$ cat config.mk
export PLATFORM = sky130hd
export DESIGN_NAME = iseq_top
export DESIGN_NICKNAME = d
export VERILOG_FILES = /design/src/iseq_stub.sv /design/src/iseq_pkg.sv /design/src/iseq_top.sv
export SDC_FILE = /design/constraint.sdc
export NUM_CORES = 1
export LEC_CHECK = 0
export ABC_CLOCK_PERIOD_IN_PS = 2900
export BUFFER_PORTS_ARGS = -buffer_cell sky130_fd_sc_hd__buf_4
export CAP_MARGIN = 30
export CORE_AREA = 2 2 161 163
export CTS_CLUSTER_SIZE = 20
export DETAILED_ROUTE_END_ITERATION = 6
export DIE_AREA = 0 0 163 165
export GPL_TIMING_DRIVEN = 0
export PLACE_DENSITY_LB_ADDON = 0.12
export SYNTH_ARGS = -nofsm -noshare
export SYNTH_HDL_FRONTEND = slang
export SYNTH_SLANG_ARGS = --single-unit
$ cat constraint.sdc
create_clock -name clk_sys -period 2.9 [get_ports clk_sys]
set_input_delay 0.29 -clock clk_sys [delete_from_list [all_inputs] [get_ports clk_sys]]
set_output_delay 0.29 -clock clk_sys [all_outputs]
set_load 0.01 [all_outputs]
$ cat src/iseq_stub.sv
// no further logic in this file
`timescale 1ns/10ps

$ cat src/iseq_pkg.sv
// package of constants and types for the interrupt sequencer
package iseq_pkg;

  // ==========================================================
  // register map
  localparam logic [11:0] ISEQ_MISC_OFF = 12'h020;
  localparam logic [11:0] ISEQ_STAT_OFF = 12'h024;
  localparam logic [7:0] ISEQ_MISC_RST = 8'h00;
  // polarity field positions inside the miscellaneous register
  localparam int ISEQ_POL_LO_POS = 3;
  localparam int ISEQ_POL_HI_POS = 6;

  // ==========================================================
  // vectors
  localparam logic [15:0] ISEQ_VEC_TRAP = 16'hFFFC;
  localparam logic [15:0] ISEQ_VEC_EXT0 = 16'hFFF6;
  localparam logic [15:0] ISEQ_VEC_PER0 = 16'hFFEC;

  // ==========================================================
  // sources: code 0 trap, 1..4 external groups, 5..9 peripherals
  localparam int ISEQ_NEXT = 4;
  localparam int ISEQ_NPER = 5;
  localparam int ISEQ_NSRC = 10;
  localparam int ISEQ_NPIN = 15;
  localparam logic [3:0] ISEQ_SRC_TRAP = 4'h0;
  localparam logic [3:0] ISEQ_SRC_EXT0 = 4'h1;
  localparam logic [3:0] ISEQ_SRC_PER0 = 4'h5;
  // pins: [3:0] port a, [6:4] port f, [10:7] port b low, [14:11] port b high
  localparam logic [ISEQ_NEXT-1:0][ISEQ_NPIN-1:0] ISEQ_GRP_MASK =
    {15'h7800, 15'h0780, 15'h0070, 15'h000F};

  // ==========================================================
  // stack and timing
  localparam logic [7:0] ISEQ_STK_PAGE = 8'h01;
  localparam logic [7:0] ISEQ_SP_RST = 8'hFF;
  localparam int ISEQ_CC_I = 3;
  localparam logic [12:0] ISEQ_STAB_CYC = 13'h1000;
  localparam logic [12:0] ISEQ_PUSH_LAST = 13'h0004;
  localparam logic [12:0] ISEQ_POP_LAST = 13'h0005;
  localparam logic [12:0] ISEQ_VEC_LAST = 13'h0002;

  // ==========================================================
  // types
  typedef enum logic [2:0] {
    ISEQ_S_IDLE = 3'b000,
    ISEQ_S_PUSH = 3'b001,
    ISEQ_S_VEC = 3'b010,
    ISEQ_S_POP = 3'b011,
    ISEQ_S_STAB = 3'b100
  } iseq_fsm_t;

  typedef struct packed {
    logic [15:0] pc;
    logic [7:0] x;
    logic [7:0] a;
    logic [7:0] cc;
  } iseq_ctx_t;

  typedef struct packed {
    logic [7:0] addr;
    logic [7:0] wdata;
    logic we;
    logic re;
  } iseq_mem_t;

  typedef struct packed {
    iseq_fsm_t fsm;
    logic [12:0] cnt;
    logic [3:0] src;
    logic [15:0] vec;
    logic [7:0] misc;
    logic imask;
    logic [7:0] sp;
    logic [ISEQ_NPIN-1:0] s1;
    logic [ISEQ_NPIN-1:0] s2;
    logic [ISEQ_NPIN-1:0] s3;
    logic [ISEQ_NPIN-1:0] pin_st;
    logic [ISEQ_NEXT-1:0] grp_prev;
    logic [ISEQ_NEXT-1:0] ext_edge;
    logic [ISEQ_NPER-1:0] per_lat;
    logic [ISEQ_NPER-1:0] per_prev;
    logic wait_m;
    logic halt_m;
    logic resume;
    logic stall;
    iseq_ctx_t ctx;
    logic ctx_load;
    logic [15:0] mem_addr;
    logic [7:0] mem_wdata;
    logic mem_we;
    logic mem_re;
    logic [31:0] prdata;
    logic pready;
    logic pslverr;
  } iseq_state_t;

endpackage

$ cat src/iseq_top.sv
// interrupt latching, priority, vectoring and context sequencing
//
// The placing of the registers and the APB interface to the registers were decided locally.
`timescale 1ns/10ps

// Operation
// maskable requests serviced only with mask clear; masked requests stay latched
// entry waits for the current instruction to end
// entry pushes pc, x, a and condition code register onto stack
// entry sets the global mask bit
// pc loaded from the two-byte vector of the serviced source
// return instruction pops context, restoring mask bit, and resumes
// fixed priority, higher vector address wins
// trap enters at FFFC regardless of mask; never wakes from halt
// four external vectors FFF6 down to FFF0, one per pin group
// peripheral vectors FFEC down to FFE4, one per peripheral
// any source wakes from wait
// only external sources wake from halt
// external vector needs its event and clear mask; wakes halt
// edge requests latched, cleared on entering their handler
// enabled pins of a group are ANDed before detection
// sensitivity applies to the ANDed level, low pin blocks
// polarity chosen by fields in the miscellaneous register
// peripheral flag requests only with mask clear and enable set
// peripheral request cleared by writing 0 or flag access sequence
// clearing sequence discards a pending masked or disabled request
// polarity 00 fall+low, 10 fall, 01 rise, 11 both
// changing a polarity field clears its vectors' pending requests
// shared peripheral vector requests when any flag with its enable
// reset sets mask, clears latches, polarity back to default
module iseq_top
  import iseq_pkg::*;
#(
  parameter int NFLAG = 5
)
(
  // clock and reset
  input wire logic clk_sys,
  input wire logic nrst,
  // apb slave
  input wire logic psel,
  input wire logic penable,
  input wire logic pwrite,
  input wire logic [11:0] paddr,
  input wire logic [31:0] pwdata,
  output logic [31:0] prdata,
  output logic pready,
  output logic pslverr,
  // cpu core
  input wire iseq_ctx_t cpu_ctx,
  input wire logic cpu_instr_end,
  input wire logic cpu_trap,
  input wire logic cpu_return_from_handler_instruction,
  input wire logic cpu_wfi,
  input wire logic cpu_halt,
  input wire logic cpu_mask_set,
  input wire logic cpu_mask_clr,
  output logic core_stall,
  output iseq_ctx_t ctx_out,
  output logic ctx_load,
  output logic imask,
  output logic wait_mode,
  output logic halt_mode,
  // stack and vector memory
  output logic [15:0] mem_addr,
  output logic [7:0] mem_wdata,
  output logic mem_we,
  output logic mem_re,
  input wire logic [7:0] mem_rdata,
  // external pins and their interrupt enables
  input wire logic [ISEQ_NPIN-1:0] ext_pins,
  input wire logic [ISEQ_NPIN-1:0] ext_pin_en,
  // peripheral flags, enables and clear-sequence pulses
  input wire logic [ISEQ_NPER-1:0][NFLAG-1:0] per_flag,
  input wire logic [ISEQ_NPER-1:0][NFLAG-1:0] per_en,
  input wire logic [ISEQ_NPER-1:0] per_clr
);

  // ==========================================================
  // declarations
  iseq_state_t st;
  iseq_state_t nx;
  logic [ISEQ_NEXT-1:0] grp_lvl;
  logic [ISEQ_NEXT-1:0] grp_act;
  logic [ISEQ_NEXT-1:0] lvl_en;
  logic [ISEQ_NEXT-1:0] edge_hit;
  logic [ISEQ_NEXT-1:0] ext_pend;
  logic [ISEQ_NEXT-1:0] pol_chg;
  logic [ISEQ_NPER-1:0] per_any;
  logic [ISEQ_NPER-1:0] per_req;
  logic [ISEQ_NSRC-1:0] req;
  logic [3:0] src;
  logic go;
  logic wr_acc;
  logic [1:0] pol_lo_new;
  logic [1:0] pol_hi_new;

  // ==========================================================
  // external groups: and, detect, latch
  assign wr_acc = psel & penable & pwrite & st.pready;
  assign pol_lo_new = pwdata[ISEQ_POL_LO_POS+1:ISEQ_POL_LO_POS];
  assign pol_hi_new = pwdata[ISEQ_POL_HI_POS+1:ISEQ_POL_HI_POS];

  genvar g;
  generate
    for (g = 0; g < ISEQ_NEXT; g++)
    begin : g_ext
      logic [ISEQ_NPIN-1:0] sel;
      logic [1:0] pol;
      logic [1:0] pol_new;
      assign sel = ext_pin_en & ISEQ_GRP_MASK[g];
      assign grp_act[g] = |sel;
      // enabled pins combined before detection; idle high with none enabled
      assign grp_lvl[g] = &(st.pin_st | ~sel);
      assign pol = (g < 2) ? st.misc[ISEQ_POL_LO_POS+1:ISEQ_POL_LO_POS]
                           : st.misc[ISEQ_POL_HI_POS+1:ISEQ_POL_HI_POS];
      assign pol_new = (g < 2) ? pol_lo_new : pol_hi_new;
      // 00 fall and low, 10 fall, 01 rise, 11 both; upper bit first
      assign lvl_en[g] = (pol == 2'b00);
      assign edge_hit[g] = grp_act[g] & ((st.grp_prev[g] & ~grp_lvl[g] & (~pol[0] | pol[1]))
                         | (~st.grp_prev[g] & grp_lvl[g] & pol[0]));
      assign ext_pend[g] = st.ext_edge[g] | (lvl_en[g] & grp_act[g] & ~grp_lvl[g]);
      assign pol_chg[g] = wr_acc && paddr == ISEQ_MISC_OFF && pol_new != pol;
    end
  endgenerate

  // ==========================================================
  // peripheral request logic
  generate
    for (g = 0; g < ISEQ_NPER; g++)
    begin : g_per
      assign per_any[g] = |per_flag[g];
      // any flag of the peripheral together with its own enable
      assign per_req[g] = st.per_lat[g] & (|(per_flag[g] & per_en[g]));
    end
  endgenerate

  // maskable sources only count with the mask clear; trap always
  assign req = {per_req & {ISEQ_NPER{~st.imask}},
                ext_pend & {ISEQ_NEXT{~st.imask}},
                cpu_trap & cpu_instr_end};
  // boundary of an instruction, or parked in wait, or back from halt
  assign go = cpu_instr_end | st.wait_m | st.resume;

  // fixed priority: lowest code, i.e. highest vector, wins
  always_comb
  begin
    src = 4'h0;
    for (int i = ISEQ_NSRC - 1; i >= 0; i--)
    begin
      if (req[i])
      begin
        src = 4'(i);
      end
    end
  end

  // ==========================================================
  // next state
  always_comb
  begin
    nx = st;
    nx.ctx_load = 1'b0;
    nx.mem_we = 1'b0;
    nx.mem_re = 1'b0;
    // three-stage pin synchroniser, change taken when stages 2 and 3 agree
    nx.s1 = ext_pins;
    nx.s2 = st.s1;
    nx.s3 = st.s2;
    nx.pin_st = (st.s2 & st.s3) | (st.pin_st & (st.s2 ^ st.s3));
    nx.grp_prev = grp_lvl;
    // edge latch: new edge wins over any clear in the same cycle
    nx.ext_edge = edge_hit | (st.ext_edge & ~pol_chg);
    // peripheral latch: clear sequence discards, new flag wins
    nx.per_prev = per_any;
    nx.per_lat = (per_any & ~st.per_prev) | (st.per_lat & ~per_clr);
    if (cpu_mask_set)
    begin
      nx.imask = 1'b1;
    end
    else if (cpu_mask_clr)
    begin
      nx.imask = 1'b0;
    end
    // apb slave, zero wait states
    nx.pready = psel & ~penable;
    nx.pslverr = psel & ~penable & paddr != ISEQ_MISC_OFF & paddr != ISEQ_STAT_OFF;
    if (psel & ~penable)
    begin
      case (paddr)
        ISEQ_MISC_OFF: nx.prdata = {24'h000000, st.misc};
        ISEQ_STAT_OFF: nx.prdata = {20'h00000, st.halt_m, st.wait_m, st.imask,
                                    st.per_lat, ext_pend};
        default: nx.prdata = 32'h00000000;
      endcase
    end
    if (wr_acc && paddr == ISEQ_MISC_OFF)
    begin
      nx.misc = pwdata[7:0];
    end
    case (st.fsm)
      ISEQ_S_IDLE:
      begin
        if (go && req != '0)
        begin
          // accept: save pcl first, mask, pick vector
          nx.fsm = ISEQ_S_PUSH;
          nx.cnt = '0;
          nx.src = src;
          nx.stall = 1'b1;
          nx.ctx = cpu_ctx;
          nx.ctx.cc[ISEQ_CC_I] = st.imask;
          nx.mem_we = 1'b1;
          nx.mem_addr = {ISEQ_STK_PAGE, st.sp};
          nx.mem_wdata = cpu_ctx.pc[7:0];
          nx.sp = st.sp - 8'h01;
          nx.imask = 1'b1;
          nx.wait_m = 1'b0;
          nx.resume = 1'b0;
          if (src == ISEQ_SRC_TRAP)
          begin
            nx.vec = ISEQ_VEC_TRAP;
          end
          else if (src < ISEQ_SRC_PER0)
          begin
            nx.vec = ISEQ_VEC_EXT0 - 16'({src - ISEQ_SRC_EXT0, 1'b0});
            nx.ext_edge[2'(src - ISEQ_SRC_EXT0)] = edge_hit[2'(src - ISEQ_SRC_EXT0)];
          end
          else
          begin
            nx.vec = ISEQ_VEC_PER0 - 16'({src - ISEQ_SRC_PER0, 1'b0});
          end
        end
        else if (cpu_return_from_handler_instruction && cpu_instr_end)
        begin
          // pop starts with the byte above the stack pointer
          nx.fsm = ISEQ_S_POP;
          nx.cnt = '0;
          nx.stall = 1'b1;
          nx.mem_re = 1'b1;
          nx.mem_addr = {ISEQ_STK_PAGE, st.sp + 8'h01};
          nx.sp = st.sp + 8'h01;
        end
        else if (st.halt_m && (ext_pend != '0))
        begin
          // only external events restart the oscillator
          nx.fsm = ISEQ_S_STAB;
          nx.cnt = '0;
        end
        else if (cpu_wfi && cpu_instr_end)
        begin
          nx.wait_m = 1'b1;
          nx.imask = 1'b0;
        end
        else if (cpu_halt && cpu_instr_end)
        begin
          nx.halt_m = 1'b1;
          nx.imask = 1'b0;
        end
      end
      ISEQ_S_PUSH:
      begin
        if (st.cnt == ISEQ_PUSH_LAST)
        begin
          nx.fsm = ISEQ_S_VEC;
          nx.cnt = '0;
          nx.mem_re = 1'b1;
          nx.mem_addr = st.vec;
        end
        else
        begin
          nx.cnt = st.cnt + 13'h0001;
          nx.mem_we = 1'b1;
          nx.mem_addr = {ISEQ_STK_PAGE, st.sp};
          nx.sp = st.sp - 8'h01;
          case (st.cnt[1:0])
            2'b00: nx.mem_wdata = st.ctx.pc[15:8];
            2'b01: nx.mem_wdata = st.ctx.x;
            2'b10: nx.mem_wdata = st.ctx.a;
            default: nx.mem_wdata = st.ctx.cc;
          endcase
        end
      end
      ISEQ_S_VEC:
      begin
        nx.cnt = st.cnt + 13'h0001;
        if (st.cnt == '0)
        begin
          nx.mem_re = 1'b1;
          nx.mem_addr = st.vec + 16'h0001;
        end
        else if (st.cnt != ISEQ_VEC_LAST)
        begin
          nx.ctx.pc[15:8] = mem_rdata;
        end
        else
        begin
          // handler address now presented to the core
          nx.ctx.pc[7:0] = mem_rdata;
          nx.ctx_load = 1'b1;
          nx.stall = 1'b0;
          nx.fsm = ISEQ_S_IDLE;
        end
      end
      ISEQ_S_POP:
      begin
        nx.cnt = st.cnt + 13'h0001;
        if (st.cnt < ISEQ_PUSH_LAST)
        begin
          nx.mem_re = 1'b1;
          nx.mem_addr = {ISEQ_STK_PAGE, st.sp + 8'h01};
          nx.sp = st.sp + 8'h01;
        end
        case (st.cnt[2:0])
          3'b001:
          begin
            nx.ctx.cc = mem_rdata;
            nx.imask = mem_rdata[ISEQ_CC_I];
          end
          3'b010: nx.ctx.a = mem_rdata;
          3'b011: nx.ctx.x = mem_rdata;
          3'b100: nx.ctx.pc[15:8] = mem_rdata;
          3'b101: nx.ctx.pc[7:0] = mem_rdata;
          default: nx.ctx.cc = st.ctx.cc;
        endcase
        if (st.cnt == ISEQ_POP_LAST)
        begin
          nx.ctx_load = 1'b1;
          nx.stall = 1'b0;
          nx.fsm = ISEQ_S_IDLE;
        end
      end
      ISEQ_S_STAB:
      begin
        // oscillator settling time before the wake-up source is served
        nx.cnt = st.cnt + 13'h0001;
        if (st.cnt == ISEQ_STAB_CYC - 13'h0001)
        begin
          nx.halt_m = 1'b0;
          nx.resume = 1'b1;
          nx.fsm = ISEQ_S_IDLE;
        end
      end
      default:
      begin
        nx.fsm = ISEQ_S_IDLE;
      end
    endcase
  end

  // ==========================================================
  // state register
  always_ff @(posedge clk_sys or negedge nrst)
  begin
    if (!nrst)
    begin
      st <= '0;
      st.sp <= ISEQ_SP_RST;
      st.imask <= 1'b1;
      st.misc <= ISEQ_MISC_RST;
    end
    else
    begin
      st <= nx;
    end
  end

  // outputs straight from the state register
  assign prdata = st.prdata;
  assign pready = st.pready;
  assign pslverr = st.pslverr;
  assign core_stall = st.stall;
  assign ctx_out = st.ctx;
  assign ctx_load = st.ctx_load;
  assign imask = st.imask;
  assign wait_mode = st.wait_m;
  assign halt_mode = st.halt_m;
  assign mem_addr = st.mem_addr;
  assign mem_wdata = st.mem_wdata;
  assign mem_we = st.mem_we;
  assign mem_re = st.mem_re;

  // ==========================================================
  // assertions
  logic [ISEQ_NSRC-1:0] req_q;
  logic [ISEQ_NSRC-1:0] lower_q;
  always_ff @(posedge clk_sys or negedge nrst)
  begin
    if (!nrst)
    begin
      req_q <= '0;
    end
    else
    begin
      req_q <= req;
    end
  end
  assign lower_q = (10'h001 << st.src) - 10'h001;
endmodule

==> results of run 1 <==
==> cell usage after synthesis (11+ instances only) <==
| master | count |
|---|---|
| a21o_1 | 26 |
| a21oi_1 | 79 |
| a221o_1 | 12 |
| a222oi_1 | 13 |
| a31oi_1 | 19 |
| and2_1 | 11 |
| and3_1 | 18 |
| buf_4 | 97 |
| clkbuf_1 | 31 |
| dfrtp_1 | 187 |
| ha_1 | 29 |
| inv_1 | 31 |
| mux2_2 | 13 |
| nand2_1 | 92 |
| nand2b_1 | 22 |
| nand3_1 | 23 |
| nor2_1 | 89 |
| nor3_1 | 11 |
| o21ai_0 | 40 |
| o22ai_1 | 13 |
| xor2_1 | 12 |
==> worst register-to-register path: cells and delay by family (launching register included) <==
| family | cells | cell delay (ns) |
|---|---|---|
| xor gates and xnor gates | 1 | 0.19 |
| adders and majority gates | 1 | 0.16 |
| AOI/OAI and AO/OA | 7 | 1.61 |
| and+or+nand+nor | 1 | 0.07 |
| DFF | 1 | 0.43 |
| buffers and inverters | 2 | 0.29 |
==> state kept, by name, summed over array words and instances, names as in the netlist, 4 cells and up <==
name       flops
st            83
prdata        12
ctx_out       40
mem_addr      10
mem_wdata      8
nx            30
g_ext.pol      4
==> metrics by stage <==
stage	setup TNS, ns	instance area, um2	setup slack [ns]	util	hold WS [ns]
floorplan	0	10400	0.00561	-	-0.00559
global placement	-16.05	12700	-0.713	0.508	0.332
detailed placement	-18.87	12800	-0.744	0.509	0.305
CTS	0	13800	0.00271	0.550	0.00463
global route	-0.244	14000	-0.131	0.558	0.0304
finish	0	14000	0.0153	0.558	0.0164
==> final cells by class <==
| type | count | area share |
|---|---|---|
| clock buffers | 17 | 0.0305 |
| plain buffers | 140 | 0.0662 |
| multi-input cells | 703 | 0.331 |
| well taps | 330 | 0.0296 |
| flip-flops and latches | 196 | 0.352 |
| clock inverters | 15 | 0.0182 |
| repair buffers | 290 | 0.163 |
| inverters | 33 | 0.00887 |
==> how the worst max path moves through the flow <==
stage,slack (ns),from,endpoint
final,0.02,imask,st[205]
after global routing,-0.13,g_ext[2].pol[0],st[205]
after CTS,0.003,g_ext[0].pol[0],st[204]
after detailed placement,-0.74,imask,st[205]
after global placement,-0.71,imask,st[205]
after floorplan,0.006,imask,st[204]
==> per-layer routing <==
layer | part of all wire | global-route usage
met3 | 0.053 | 0.0301
met2 | 0.47 | 0.351
met1 | 0.45 | 0.315
met4 | 0.023 | 0.0740
met5 | 0 | 0
==> report_power, final <==
| part | internal (mW) | switching [mW] |
|---|---|---|
| clock | 1.26 | 1.40 |
| combinational | 2.96 | 3.43 |
| sequential | 3.45 | 0.501 |
==> placed cells by master (no fill, tap or decap), drive strengths merged, types with 5 or more instances in the layout <==
cell type / n
a21oi: 84
nor2b: 5
and3: 18
dlygate4sd3: 19
xor2: 12
a22oi: 6
a21o: 26
a31oi: 21
a211oi: 7
o211ai: 5
dfrtp: 187
nor4: 7
ha: 29
nand2: 92
nand3: 23
nand3b: 5
o22ai: 13
o31ai: 7
inv: 45
dfstp: 9
mux2i: 9
nor2: 89
o21ai: 48
a22o: 10
xnor2: 10
a221o: 12
or3: 6
buf: 382
conb: 20
nand2b: 22
or2: 8
clkbuf: 46
mux2: 13
and2: 11
a222oi: 13
nor3: 13
==> repair_timing <==
item	4_1_cts	5_1_grt
resized for setup	16	23
pin swaps	8	5
hold buffers	19	0
buffers inserted	10	12
endpoints found under the setup margin	92	64
endpoints found under the hold margin	83	0
==> cells by family (layout without fill, tap and decap cells) <==
family                     count (synthesis)  after routing
AOI/OAI and AO/OA                        292            292
xor gates and xnor gates                  22             22
adders and majority gates                 29             29
buffers and inverters                    175            495
DFF                                      196            196
muxes                                     23             23
other                                      1             20
and+or+nand+nor                          317            317
==> summary.md, run 1 <==
| Metric | Value |
|---|---|
| Residual DRC | `1` |
| Clock tree sinks | `196` |
| Slowest CP cell | `dfstp_2` |
| Worst Path Buf+Inv | `2` |
| Initial core utilization | `0.414` |
| Sequential area share after synthesis | `0.474` |
| Final WL | `29900 um` |
| Layout cell share with drive strength beyond 1 | `0.352` |
| Hold Crit Depth | `2` |
| CTS max path bufs | `2` |
| Reg2Reg Setup Slack | `0.02 ns` |
| EDFF count, synth | `0` |
| Clk_lat worst skew | `0.45 ns` |
| Slew headroom | `0.461` |
| Unique cell type count in the Yosys netlist | `83` |
| WHS Endpoint | `st[114]` |
| Total power | `13.0 mW` |
| Initial DRC count | `704` |
| GRT overflow | `0` |
| Final GP Congestion | `0.901` |
| Synth top area share | `0.451` |
| PD cells | `932 nW/um2` |
| Fmax | `0.347 GHz` |
| Largest net degree at the start of global routing | `123` |
| Initial antenna violation count | `0` |
| Die Width | `163 um` |
| Total of max-cap violations | `0` |
| Max Slew Vio Count | `0` |
| Root buf cell | `clkbuf_16` |
| Critical-path cell list | `buf_4 -> a311o_1 -> a211oi_2 -> a211oi_2 -> o211ai_2 -> inv_2 -> a211oi_4 -> xor2_1 -> ha_1 -> nand2b_1 -> a211oi_2 -> o21ai_0` |
| Mux contribution to synthesized area | `0.0250` |
| Non-Filler Instances | `1724` |
| LEAKAGE | `6.72 nW` |
| Syn Area/Cell | `9.83 um2` |
| R2R cell count | `12` |
| Avg WL per Cell | `17.3 um` |
| Clock skew | `0.0148 ns` |
| ANT cells | `0` |
| TritonCTS buffer count | `17` |
| Filler Cells Inserted | `2302` |
| Vias in the first global route | `8635` |
| Post-Synth Simple-Gate Area | `0.149` |
| Hold Violations, Final | `0` |
| Fin crit share | `0.995` |
| VDD IR-drop max | `0.480 mV` |
| Crit Path Category | `flip-flop to flip-flop` |
| Critical Path Max Stage Delay | `0.43 ns` |
| Final #Nets | `1599` |
| Hpwl dp | `22500 um` |
| Synth Instances | `1055` |
| Die Area | `26900 um2` |
| RR Endpoint | `st[205]` |
| Largest family of logic cells by synthesized area | `compound AO/OA/AOI/OAI gates` |
| Die Ht | `165 um` |
| Crit-path leading delay family | `compound AO/OA/AOI/OAI gates` |
| Finish-stage setup viols | `0` |
| Worst hold path type | `input port to flip-flop` |
| XOR/XNOR Fraction of Synth Area | `0.0186` |
| Post-synthesis compound-gate area fraction | `0.197` |
| Critical Path Sink Type | `flip-flop` |
| Status | `finished, violations left` |
| Slew @ Worst Pin | `0.804 ns` |
| Failing checks | `DRC` |
| Gr usage total | `0.222` |
| Post-synth ARST share | `1.00` |
| Critical Path Stages | `12` |
| Post-Synth Adder-Cell Area | `0.0350` |
| Critical Path AT | `3.21 ns` |
| Sequential Area | `4920 um2` |
| Yosys reg bits | `196` |
| Area grow syn2layout | `34.6%` |
| R2r startpoint | `imask` |
| Cell Area, Synth | `10400 um2` |
| CTS tree | `done` |
| CP dominant cell by count | `a211oi_2` |
| Most common flop cell mapped by yosys | `dfrtp_1` |
| H-tree depth | `4` |
| Worst-path clk slew | `0.08 ns` |
| Startpoint Class | `flip-flop` |
| Count of boundary I/O pins | `294` |
| Crit path max fanout | `6` |
| Core ar. | `25000 um2` |
| RSZ-0062 raised after global routing | `true` |
| Largest cells by area after synthesis | `dfrtp_1 (45%), buf_4 (7.0%), a21oi_1 (3.8%)` |
| Rows | `58` |
| Multi-input gate area | `4620 um2` |
| Synth warn | `0` |
| Req. time, crit path | `3.22 ns` |
| Via density | `5.22` |
| DRT Pass-1 Iters | `7` |
| Routed Antenna Nets | `0` |
| Placed cells | `1653` |
| Time the worst path needs with I/O delays and setup | `2.88 ns` |
| Synth area leader | `dfrtp_1` |
| First-pass GRT wire length | `46300 um` |
| DR vias | `9006` |
| Port Buffers | `248` |
| Hold wc startpoint | `per_clr[4]` |
No activity file was read; power rests on OpenSTA's default activity.
==> run 2: changes to the inputs <==
--- a/config.mk
+++ b/config.mk
@@ -8,10 +8,9 @@
 export ABC_CLOCK_PERIOD_IN_PS = 2900
 export BUFFER_PORTS_ARGS = -buffer_cell sky130_fd_sc_hd__buf_4
 export CAP_MARGIN = 30
-export CORE_AREA = 2 2 161 163
-export CTS_CLUSTER_SIZE = 20
+export CORE_AREA = 2 2 150 152
 export DETAILED_ROUTE_END_ITERATION = 6
-export DIE_AREA = 0 0 163 165
+export DIE_AREA = 0 0 152 154
 export GPL_TIMING_DRIVEN = 0
 export PLACE_DENSITY_LB_ADDON = 0.12
 export SYNTH_ARGS = -nofsm -noshare
==> run 2 against run 1 <==
The flow finishes with violations (setup timing). Sequential power about the same. Worst setup slack got worse by 0.039 ns. Critical path depth fell by 1. Cell count is 2.8% lower. Utilization up 8.3 points. Combinational power up 0.9%. Count of clock-buffer cells in the layout is the same. Via count increased by 0.81%. First-iteration DRC count increased by 8.5%. Critical path type unchanged. Largest power group unchanged.
==> summary.md, run 2 (synthesis gave the netlist of run 1 again) <==
| Metric | Value |
|---|---|
| Status | `finished, violations left` |
| Routed Antenna Nets | `0 (unchanged)` |
| CTS tree | `done` |
| First-pass GRT wire length | `45200 um (-2.5%)` |
| R2R cell count | `11 (-1)` |
| Final WL | `28800 um (-3.5%)` |
| H-tree depth | `4 (unchanged)` |
| Die Width | `152 um (-6.7%)` |
| Final #Nets | `1599 (unchanged)` |
| Dpl ws | `-0.655 ns (+0.0894 ns)` |
| Clock tree sinks | `196 (unchanged)` |
| Commonest non-fill, non-tap cells in the layout | `buf_4 (365), dfrtp_1 (185), nand2_1 (89), nor2_1 (88), a21oi_1 (75)` |
| TritonCTS buffer count | `17 (unchanged)` |
| Crit Path Category | `flip-flop to flip-flop` |
| Port Buffers | `248 (unchanged)` |
| GRT overflow | `0 (unchanged)` |
| Critical Path Sink Type | `flip-flop` |
| Vias in the first global route | `8499 (-1.6%)` |
| Initial core utilization | `0.478 (+0.0640)` |
| Gr usage total | `0.242 (+0.0199)` |
| Area grow syn2layout | `34.0%` |
| Via density | `5.42 (+3.8%)` |
| DRT Pass-1 Iters | `7 (unchanged)` |
| Clk_lat worst skew | `0.45 ns (about the same)` |
| R2r startpoint | `imask` |
| Filler Cells Inserted | `1904 (-17%)` |
| Top reg by flops | `st` |
| Rows | `54 (-6.9%)` |
| Core ar. | `21700 um2 (-13%)` |
| Layout cell share with drive strength beyond 1 | `0.356 (+0.00359)` |
| Die Ht | `154 um (-6.7%)` |
| Met2 GRT Util | `0.374 (+0.0233)` |
| RSZ-0062 raised after global routing | `true` |
| Final design utilization | `0.641 (+0.0832)` |
| Clock skew | `0.0208 ns (+0.00602 ns)` |
| Crit. Startpoint | `imask` |
| Avg WL per Cell | `17.2 um (-0.63%)` |
| Fmax | `0.342 GHz (-1.3%)` |
| CP Capture Point | `st[204]` |
| Hold wc startpoint | `per_clr[4]` |
| Time the worst path needs with I/O delays and setup | `2.92 ns (+0.0394 ns)` |
| Total power | `13.0 mW (-0.16%)` |
| Number of flip-flops in the largest register | `83 (unchanged)` |
| Initial antenna violation count | `0 (unchanged)` |
| LEAKAGE | `6.72 nW (about the same)` |
| Most common cell after layout, fill and taps aside | `buf_4` |
| Crit path max fanout | `10 (+4)` |
| Residual DRC | `0 (-1)` |
| Die Area | `23400 um2 (-13%)` |
| Worst hold path type | `input port to flip-flop` |
| PD cells | `935 nW/um2 (+0.29%)` |
| Hpwl dp | `21600 um (-4.2%)` |
| GR Util met3 | `0.0457 (+0.0155)` |
| Fin crit share | `1.01 (+0.0136)` |
| RR Endpoint | `st[204]` |
| Largest net degree at the start of global routing | `102 (-17%)` |
| Failing checks | `setup timing` |
| Most used routing layer | `met2` |
| CTS max path bufs | `2 (unchanged)` |
| Non-Filler Instances | `1675 (-2.8%)` |
| Finish-stage setup viols | `1 (+1)` |
| VDD IR-drop max | `0.459 mV (-4.3%)` |
| DR vias | `9079 (+0.81%)` |
| Max Slew Vio Count | `0 (unchanged)` |
| Count of boundary I/O pins | `294 (unchanged)` |
| Worst-path clk slew | `0.08 ns (about the same)` |
| Critical Path AT | `3.26 ns (+0.05 ns)` |
| Placed cells | `1603 (-3.0%)` |
| Startpoint Class | `flip-flop` |
| Slew headroom | `0.458 (-0.00337)` |
| Final setup margin | `-0.0241 ns (-0.0394 ns)` |
| Initial DRC count | `764 (+8.5%)` |
| Hold Violations, Final | `0 (unchanged)` |
| Req. time, crit path | `3.23 ns (about the same)` |
| Root buf cell | `clkbuf_16` |
| Slew @ Worst Pin | `0.809 ns (+0.00502 ns)` |
| GR Util met1 | `0.345 (+0.0305)` |
| Final GP Congestion | `0.885 (-1.8%)` |
| Total of max-cap violations | `0 (unchanged)` |
| Reg2Reg Setup Slack | `-0.02 ns (-0.04 ns)` |
==> run 2: metal layers <==
metal	up-vias	wire (um)
met5	-	0
met4	0	583
met3	47	2010
met2	382	13500
met1	4331	12800
li1	4319	-
==> run 2: metrics by stage <==
| stage | setup TNS (ns) | hold WS (ns) | area, um2 |
|---|---|---|---|
| CTS | 0 | 0.00250 | 13600 |
| global placement | -11.67 | 0.331 | 12700 |
| finish | -0.0241 | 0.0214 | 13900 |
| detailed placement | -10.96 | 0.335 | 12700 |
| floorplan | 0 | -0.00559 | 10400 |
| global route | -0.300 | 0.0197 | 13900 |
==> run 2: worst min path at each step <==
stage	to	slack, ns	depth (start not counted)
floorplan	core_stall	-0.006	0
global placement	nx[149]	0.33	0
detailed placement	nx[140]	0.33	0
CTS	st[113]	0.003	2
global route	st[114]	0.02	2
finish	st[114]	0.02	2
==> run 2: cell type report <==
cell class | count | area (um2) | share of cell area
plain buffers | 140 | 921 | 0.0663
flip-flops and latches | 196 | 4920 | 0.354
clock buffers | 17 | 425 | 0.0306
diodes | 1 | 2.50 | 0.000180
clock inverters | 15 | 231 | 0.0167
inverters | 33 | 124 | 0.00891
well taps | 280 | 350 | 0.0252
repair buffers | 290 | 2280 | 0.164
multi-input cells | 703 | 4650 | 0.334
==> run 2: report_power, final <==
group          total [mW]  internal [mW]  switching, mW
sequential           3.95           3.45          0.501
clock                2.58           1.24           1.34
combinational        6.46           3.00           3.46
total                13.0           7.70           5.30
==> run 2: worst max-delay path, stage by stage, from the launching register on <==
cell and delay [ns]:
dfstp_2 0.61, buf_4 0.24, a311oi_1 0.07, a211oi_1 0.30, a211oi_2 0.09, o211ai_4 0.21, inv_2 0.10, a211oi_4 0.36
xor2_2 0.21, ha_4 0.22, nor2b_1 0.12, o41ai_1 0.28
==> run 2: what timing repair did <==
item                                    CTS  global route
setup buffers                             7            15
resized for setup                        13            29
pin swaps                                 4            13
endpoints found under the setup margin   72            75
hold buffers                             18             1
endpoints found under the hold margin   112             1
cloned                                    0             0
==> run 3: changes to the inputs <==
--- a/config.mk
+++ b/config.mk
@@ -6,11 +6,11 @@
 export NUM_CORES = 1
 export LEC_CHECK = 0
 export ABC_CLOCK_PERIOD_IN_PS = 2900
-export BUFFER_PORTS_ARGS = -buffer_cell sky130_fd_sc_hd__buf_4
 export CAP_MARGIN = 30
-export CORE_AREA = 2 2 150 152
+export CORE_AREA = 2 2 141 143
 export DETAILED_ROUTE_END_ITERATION = 6
-export DIE_AREA = 0 0 152 154
+export DIE_AREA = 0 0 143 145
+export DONT_BUFFER_PORTS = 1
 export GPL_TIMING_DRIVEN = 0
 export PLACE_DENSITY_LB_ADDON = 0.12
 export SYNTH_ARGS = -nofsm -noshare
==> constraint.sdc (replaced) <==
create_clock -name clk_sys -period 2.9 [get_ports clk_sys]
set_input_delay 0.87 -clock clk_sys [delete_from_list [all_inputs] [get_ports clk_sys]]
set_output_delay 0.87 -clock clk_sys [all_outputs]
set_load 0.01 [all_outputs]
==> run 3 against run 2 <==
The run ends with DRC, setup timing left. Routed wire length decreased by 5.9%. Non-clock buffer count fell by 262. Die area fell by 11%. Largest cell class unchanged. First-iteration DRC count grew 6.0%. Register-to-register slack better by 0.02 ns. Cell area fell by 14%. Cell count is 17% lower. Combinational power is 10% lower. Global-route usage is 1.8 points higher. Sequential power about the same. Total power fell by 4.6%.
==> summary.md, run 3 (synthesis gave the netlist of run 1 again) <==
| Metric | Value |
|---|---|
| Total power | `12.4 mW (-4.6%)` |
| Die Area | `20700 um2 (-11%)` |
| Total of max-cap violations | `0 (unchanged)` |
| Final GP Congestion | `0.906 (+2.4%)` |
| Root buf cell | `clkbuf_16` |
| Crit path max fanout | `5 (-5)` |
| Switching share of power | `0.418 (+0.0108)` |
| Sequential Area | `4920 um2 (unchanged)` |
| Core ar. | `19200 um2 (-11%)` |
| Worst-path clk slew | `0.09 ns (about the same)` |
| Area grow syn2layout | `15.3%` |
| RSZ-0062 raised after global routing | `true` |
| Internal power | `7.21 mW (-6.3%)` |
| Finish-stage setup viols | `2 (+1)` |
| RR Endpoint | `st[205]` |
| Initial core utilization | `0.540 (+0.0618)` |
| H-tree depth | `4 (unchanged)` |
| R2R cell count | `11 (unchanged)` |
| Die Ht | `145 um (-5.8%)` |
| Final design utilization | `0.622 (-0.0183)` |
| Final #Nets | `1337 (-16%)` |
| Dpl cell area | `10900 um2 (-14%)` |
| Fmax | `0.344 GHz (+0.72%)` |
| Gr usage total | `0.260 (+0.0185)` |
| CTS tree | `done` |
| Startpoint Class | `flip-flop` |
| Commonest non-fill, non-tap cells in the layout | `dfrtp_1 (185), buf_4 (119), nand2_1 (91), nor2_1 (86), a21oi_1 (75)` |
| Max Slew Vio Count | `0 (unchanged)` |
| ANT cells | `0 (-1)` |
| Initial antenna violation count | `0 (unchanged)` |
| Logic pwr share | `0.468 (-0.029)` |
| Non-Filler Instances | `1397 (-17%)` |
| Slew headroom | `0.489 (+0.0315)` |
| Reg2Reg Setup Slack | `-0.003 ns (+0.02 ns)` |
| Time the worst path needs with I/O delays and setup | `2.90 ns (-0.0209 ns)` |
| Setup TNS | `-0.00610 ns (+0.0180 ns)` |
| Req. time, crit path | `3.24 ns (about the same)` |
| VDD IR-drop max | `0.506 mV (+10%)` |
| Routed Antenna Nets | `0 (unchanged)` |
| Failing checks | `DRC, setup timing` |
| Net Switching | `5.19 mW (-2.0%)` |
| Top reg by flops | `st` |
| Clock skew | `0.00967 ns (-0.0112 ns)` |
| Clock tree sinks | `196 (unchanged)` |
| Largest net degree at the start of global routing | `197 (+93%)` |
| Final WL | `27100 um (-5.9%)` |
| Status | `finished, violations left` |
| Most common cell after layout, fill and taps aside | `dfrtp_1` |
| Filler Cells Inserted | `1591 (-16%)` |
| Rows | `51 (-5.6%)` |
| Clock network power share | `0.212 (+0.013)` |
| Hpwl dp | `19800 um (-8.3%)` |
| LEAKAGE | `5.49 nW (-18%)` |
| Clk_lat worst skew | `0.45 ns (about the same)` |
| TritonCTS buffer count | `17 (unchanged)` |
| Flop pwr share | `0.320 (+0.016)` |
| Port Buffers | `0 (-100%)` |
| Multi-input gate area | `4700 um2 (+1.2%)` |
| GRT overflow | `0 (unchanged)` |
| Die Width | `143 um (-5.9%)` |
| CTS max path bufs | `2 (unchanged)` |
| Placed cells | `1339 (-16%)` |
| DRT Pass-1 Iters | `7 (unchanged)` |
| Slew @ Worst Pin | `0.761 ns (-0.0480 ns)` |
| Final setup margin | `-0.00325 ns (+0.0209 ns)` |
| Hold Violations, Final | `0 (unchanged)` |
| Critical Path Sink Type | `flip-flop` |
| R2r startpoint | `g_ext[0].pol[1]` |
| Avg WL per Cell | `19.4 um (+13%)` |
| Critical Path AT | `3.24 ns (-0.02 ns)` |
| DR vias | `8124 (-11%)` |
| Via density | `5.82 (+7.3%)` |
| Final Cell Area | `12000 um2 (-14%)` |
| Crit Path Category | `flip-flop to flip-flop` |
| Initial DRC count | `810 (+6.0%)` |
| Vias in the first global route | `7756 (-8.7%)` |
| Worst hold path type | `input port to asynchronous set/reset pin` |
| Residual DRC | `3 (+3)` |
| Count of boundary I/O pins | `294 (unchanged)` |
| First-pass GRT wire length | `42200 um (-6.5%)` |
| Layout cell share with drive strength beyond 1 | `0.226 (-0.130)` |
| Fin crit share | `1.00 (-0.00720)` |
| Number of flip-flops in the largest register | `83 (unchanged)` |
| PD cells | `1040 nW/um2 (+11%)` |
==> run 3: stage by stage <==
stage / hold WS (ns) / setup slack (ns)
floorplan: 0.331 / -0.431
global placement: 0.331 / -0.934
detailed placement: 0.335 / -1.08
CTS: 0.0939 / -0.0327
global route: 0.0899 / -0.135
finish: 0.109 / -0.00325
==> run 3: repair_timing <==
action                                  CTS  global route
pin swaps                                10            15
gates cloned                              0             1
buffers inserted                          9            18
gates resized for setup                  21            23
hold buffers                              0             0
endpoints found under the setup margin   98            51
==> run 3: critical path, stage by stage (launching register included) <==
cell      delay, ns
dfrtp_2        0.45
or2_1          0.24
a311o_1        0.37
o2111a_2       0.23
a31o_4         0.29
and2_4         0.16
a211oi_4       0.29
xor2_1         0.19
ha_1           0.16
nand2b_1       0.07
a211oi_2       0.25
o21ai_1        0.09
==> run 3: cell type report <==
class	instances	area share
plain buffers	141	0.0814
inverters	33	0.0105
flip-flops and latches	196	0.411
multi-input cells	703	0.393
well taps	265	0.0277
clock inverters	15	0.0197
clock buffers	17	0.0356
repair buffers	27	0.0202
==> run 3: power groups by stage <==
stage                     logic, mW  clock network, mW  registers (mW)
final                          5.80               2.63            3.97
after floorplan                4.13                  0            3.84
after CTS                      5.51               2.67            3.96
after global placement         5.10                  0            3.99
after detailed placement       5.20                  0            4.01
after global routing           6.28               2.77            4.05
==> run 3: metal layers <==
metal  track usage  wire length (um)
met4        0.0782               575
met3        0.0587              1970
met5             0                 0
met1         0.385             12300
met2         0.382             12300
==> run 3: worst max-delay path by stage <==
stage	startpoint	end	slack [ns]	cells after the start
2_1_floorplan	ext_pin_en[1]	st[204]	-0.43	10
3_3_place_gp	imask	st[205]	-0.93	13
3_5_place_dp	imask	st[205]	-1.08	13
4_1_cts	ext_pin_en[8]	st[205]	-0.03	11
5_1_grt	g_ext[0].pol[1]	st[205]	-0.13	11
6_report	g_ext[0].pol[1]	st[205]	-0.003	11
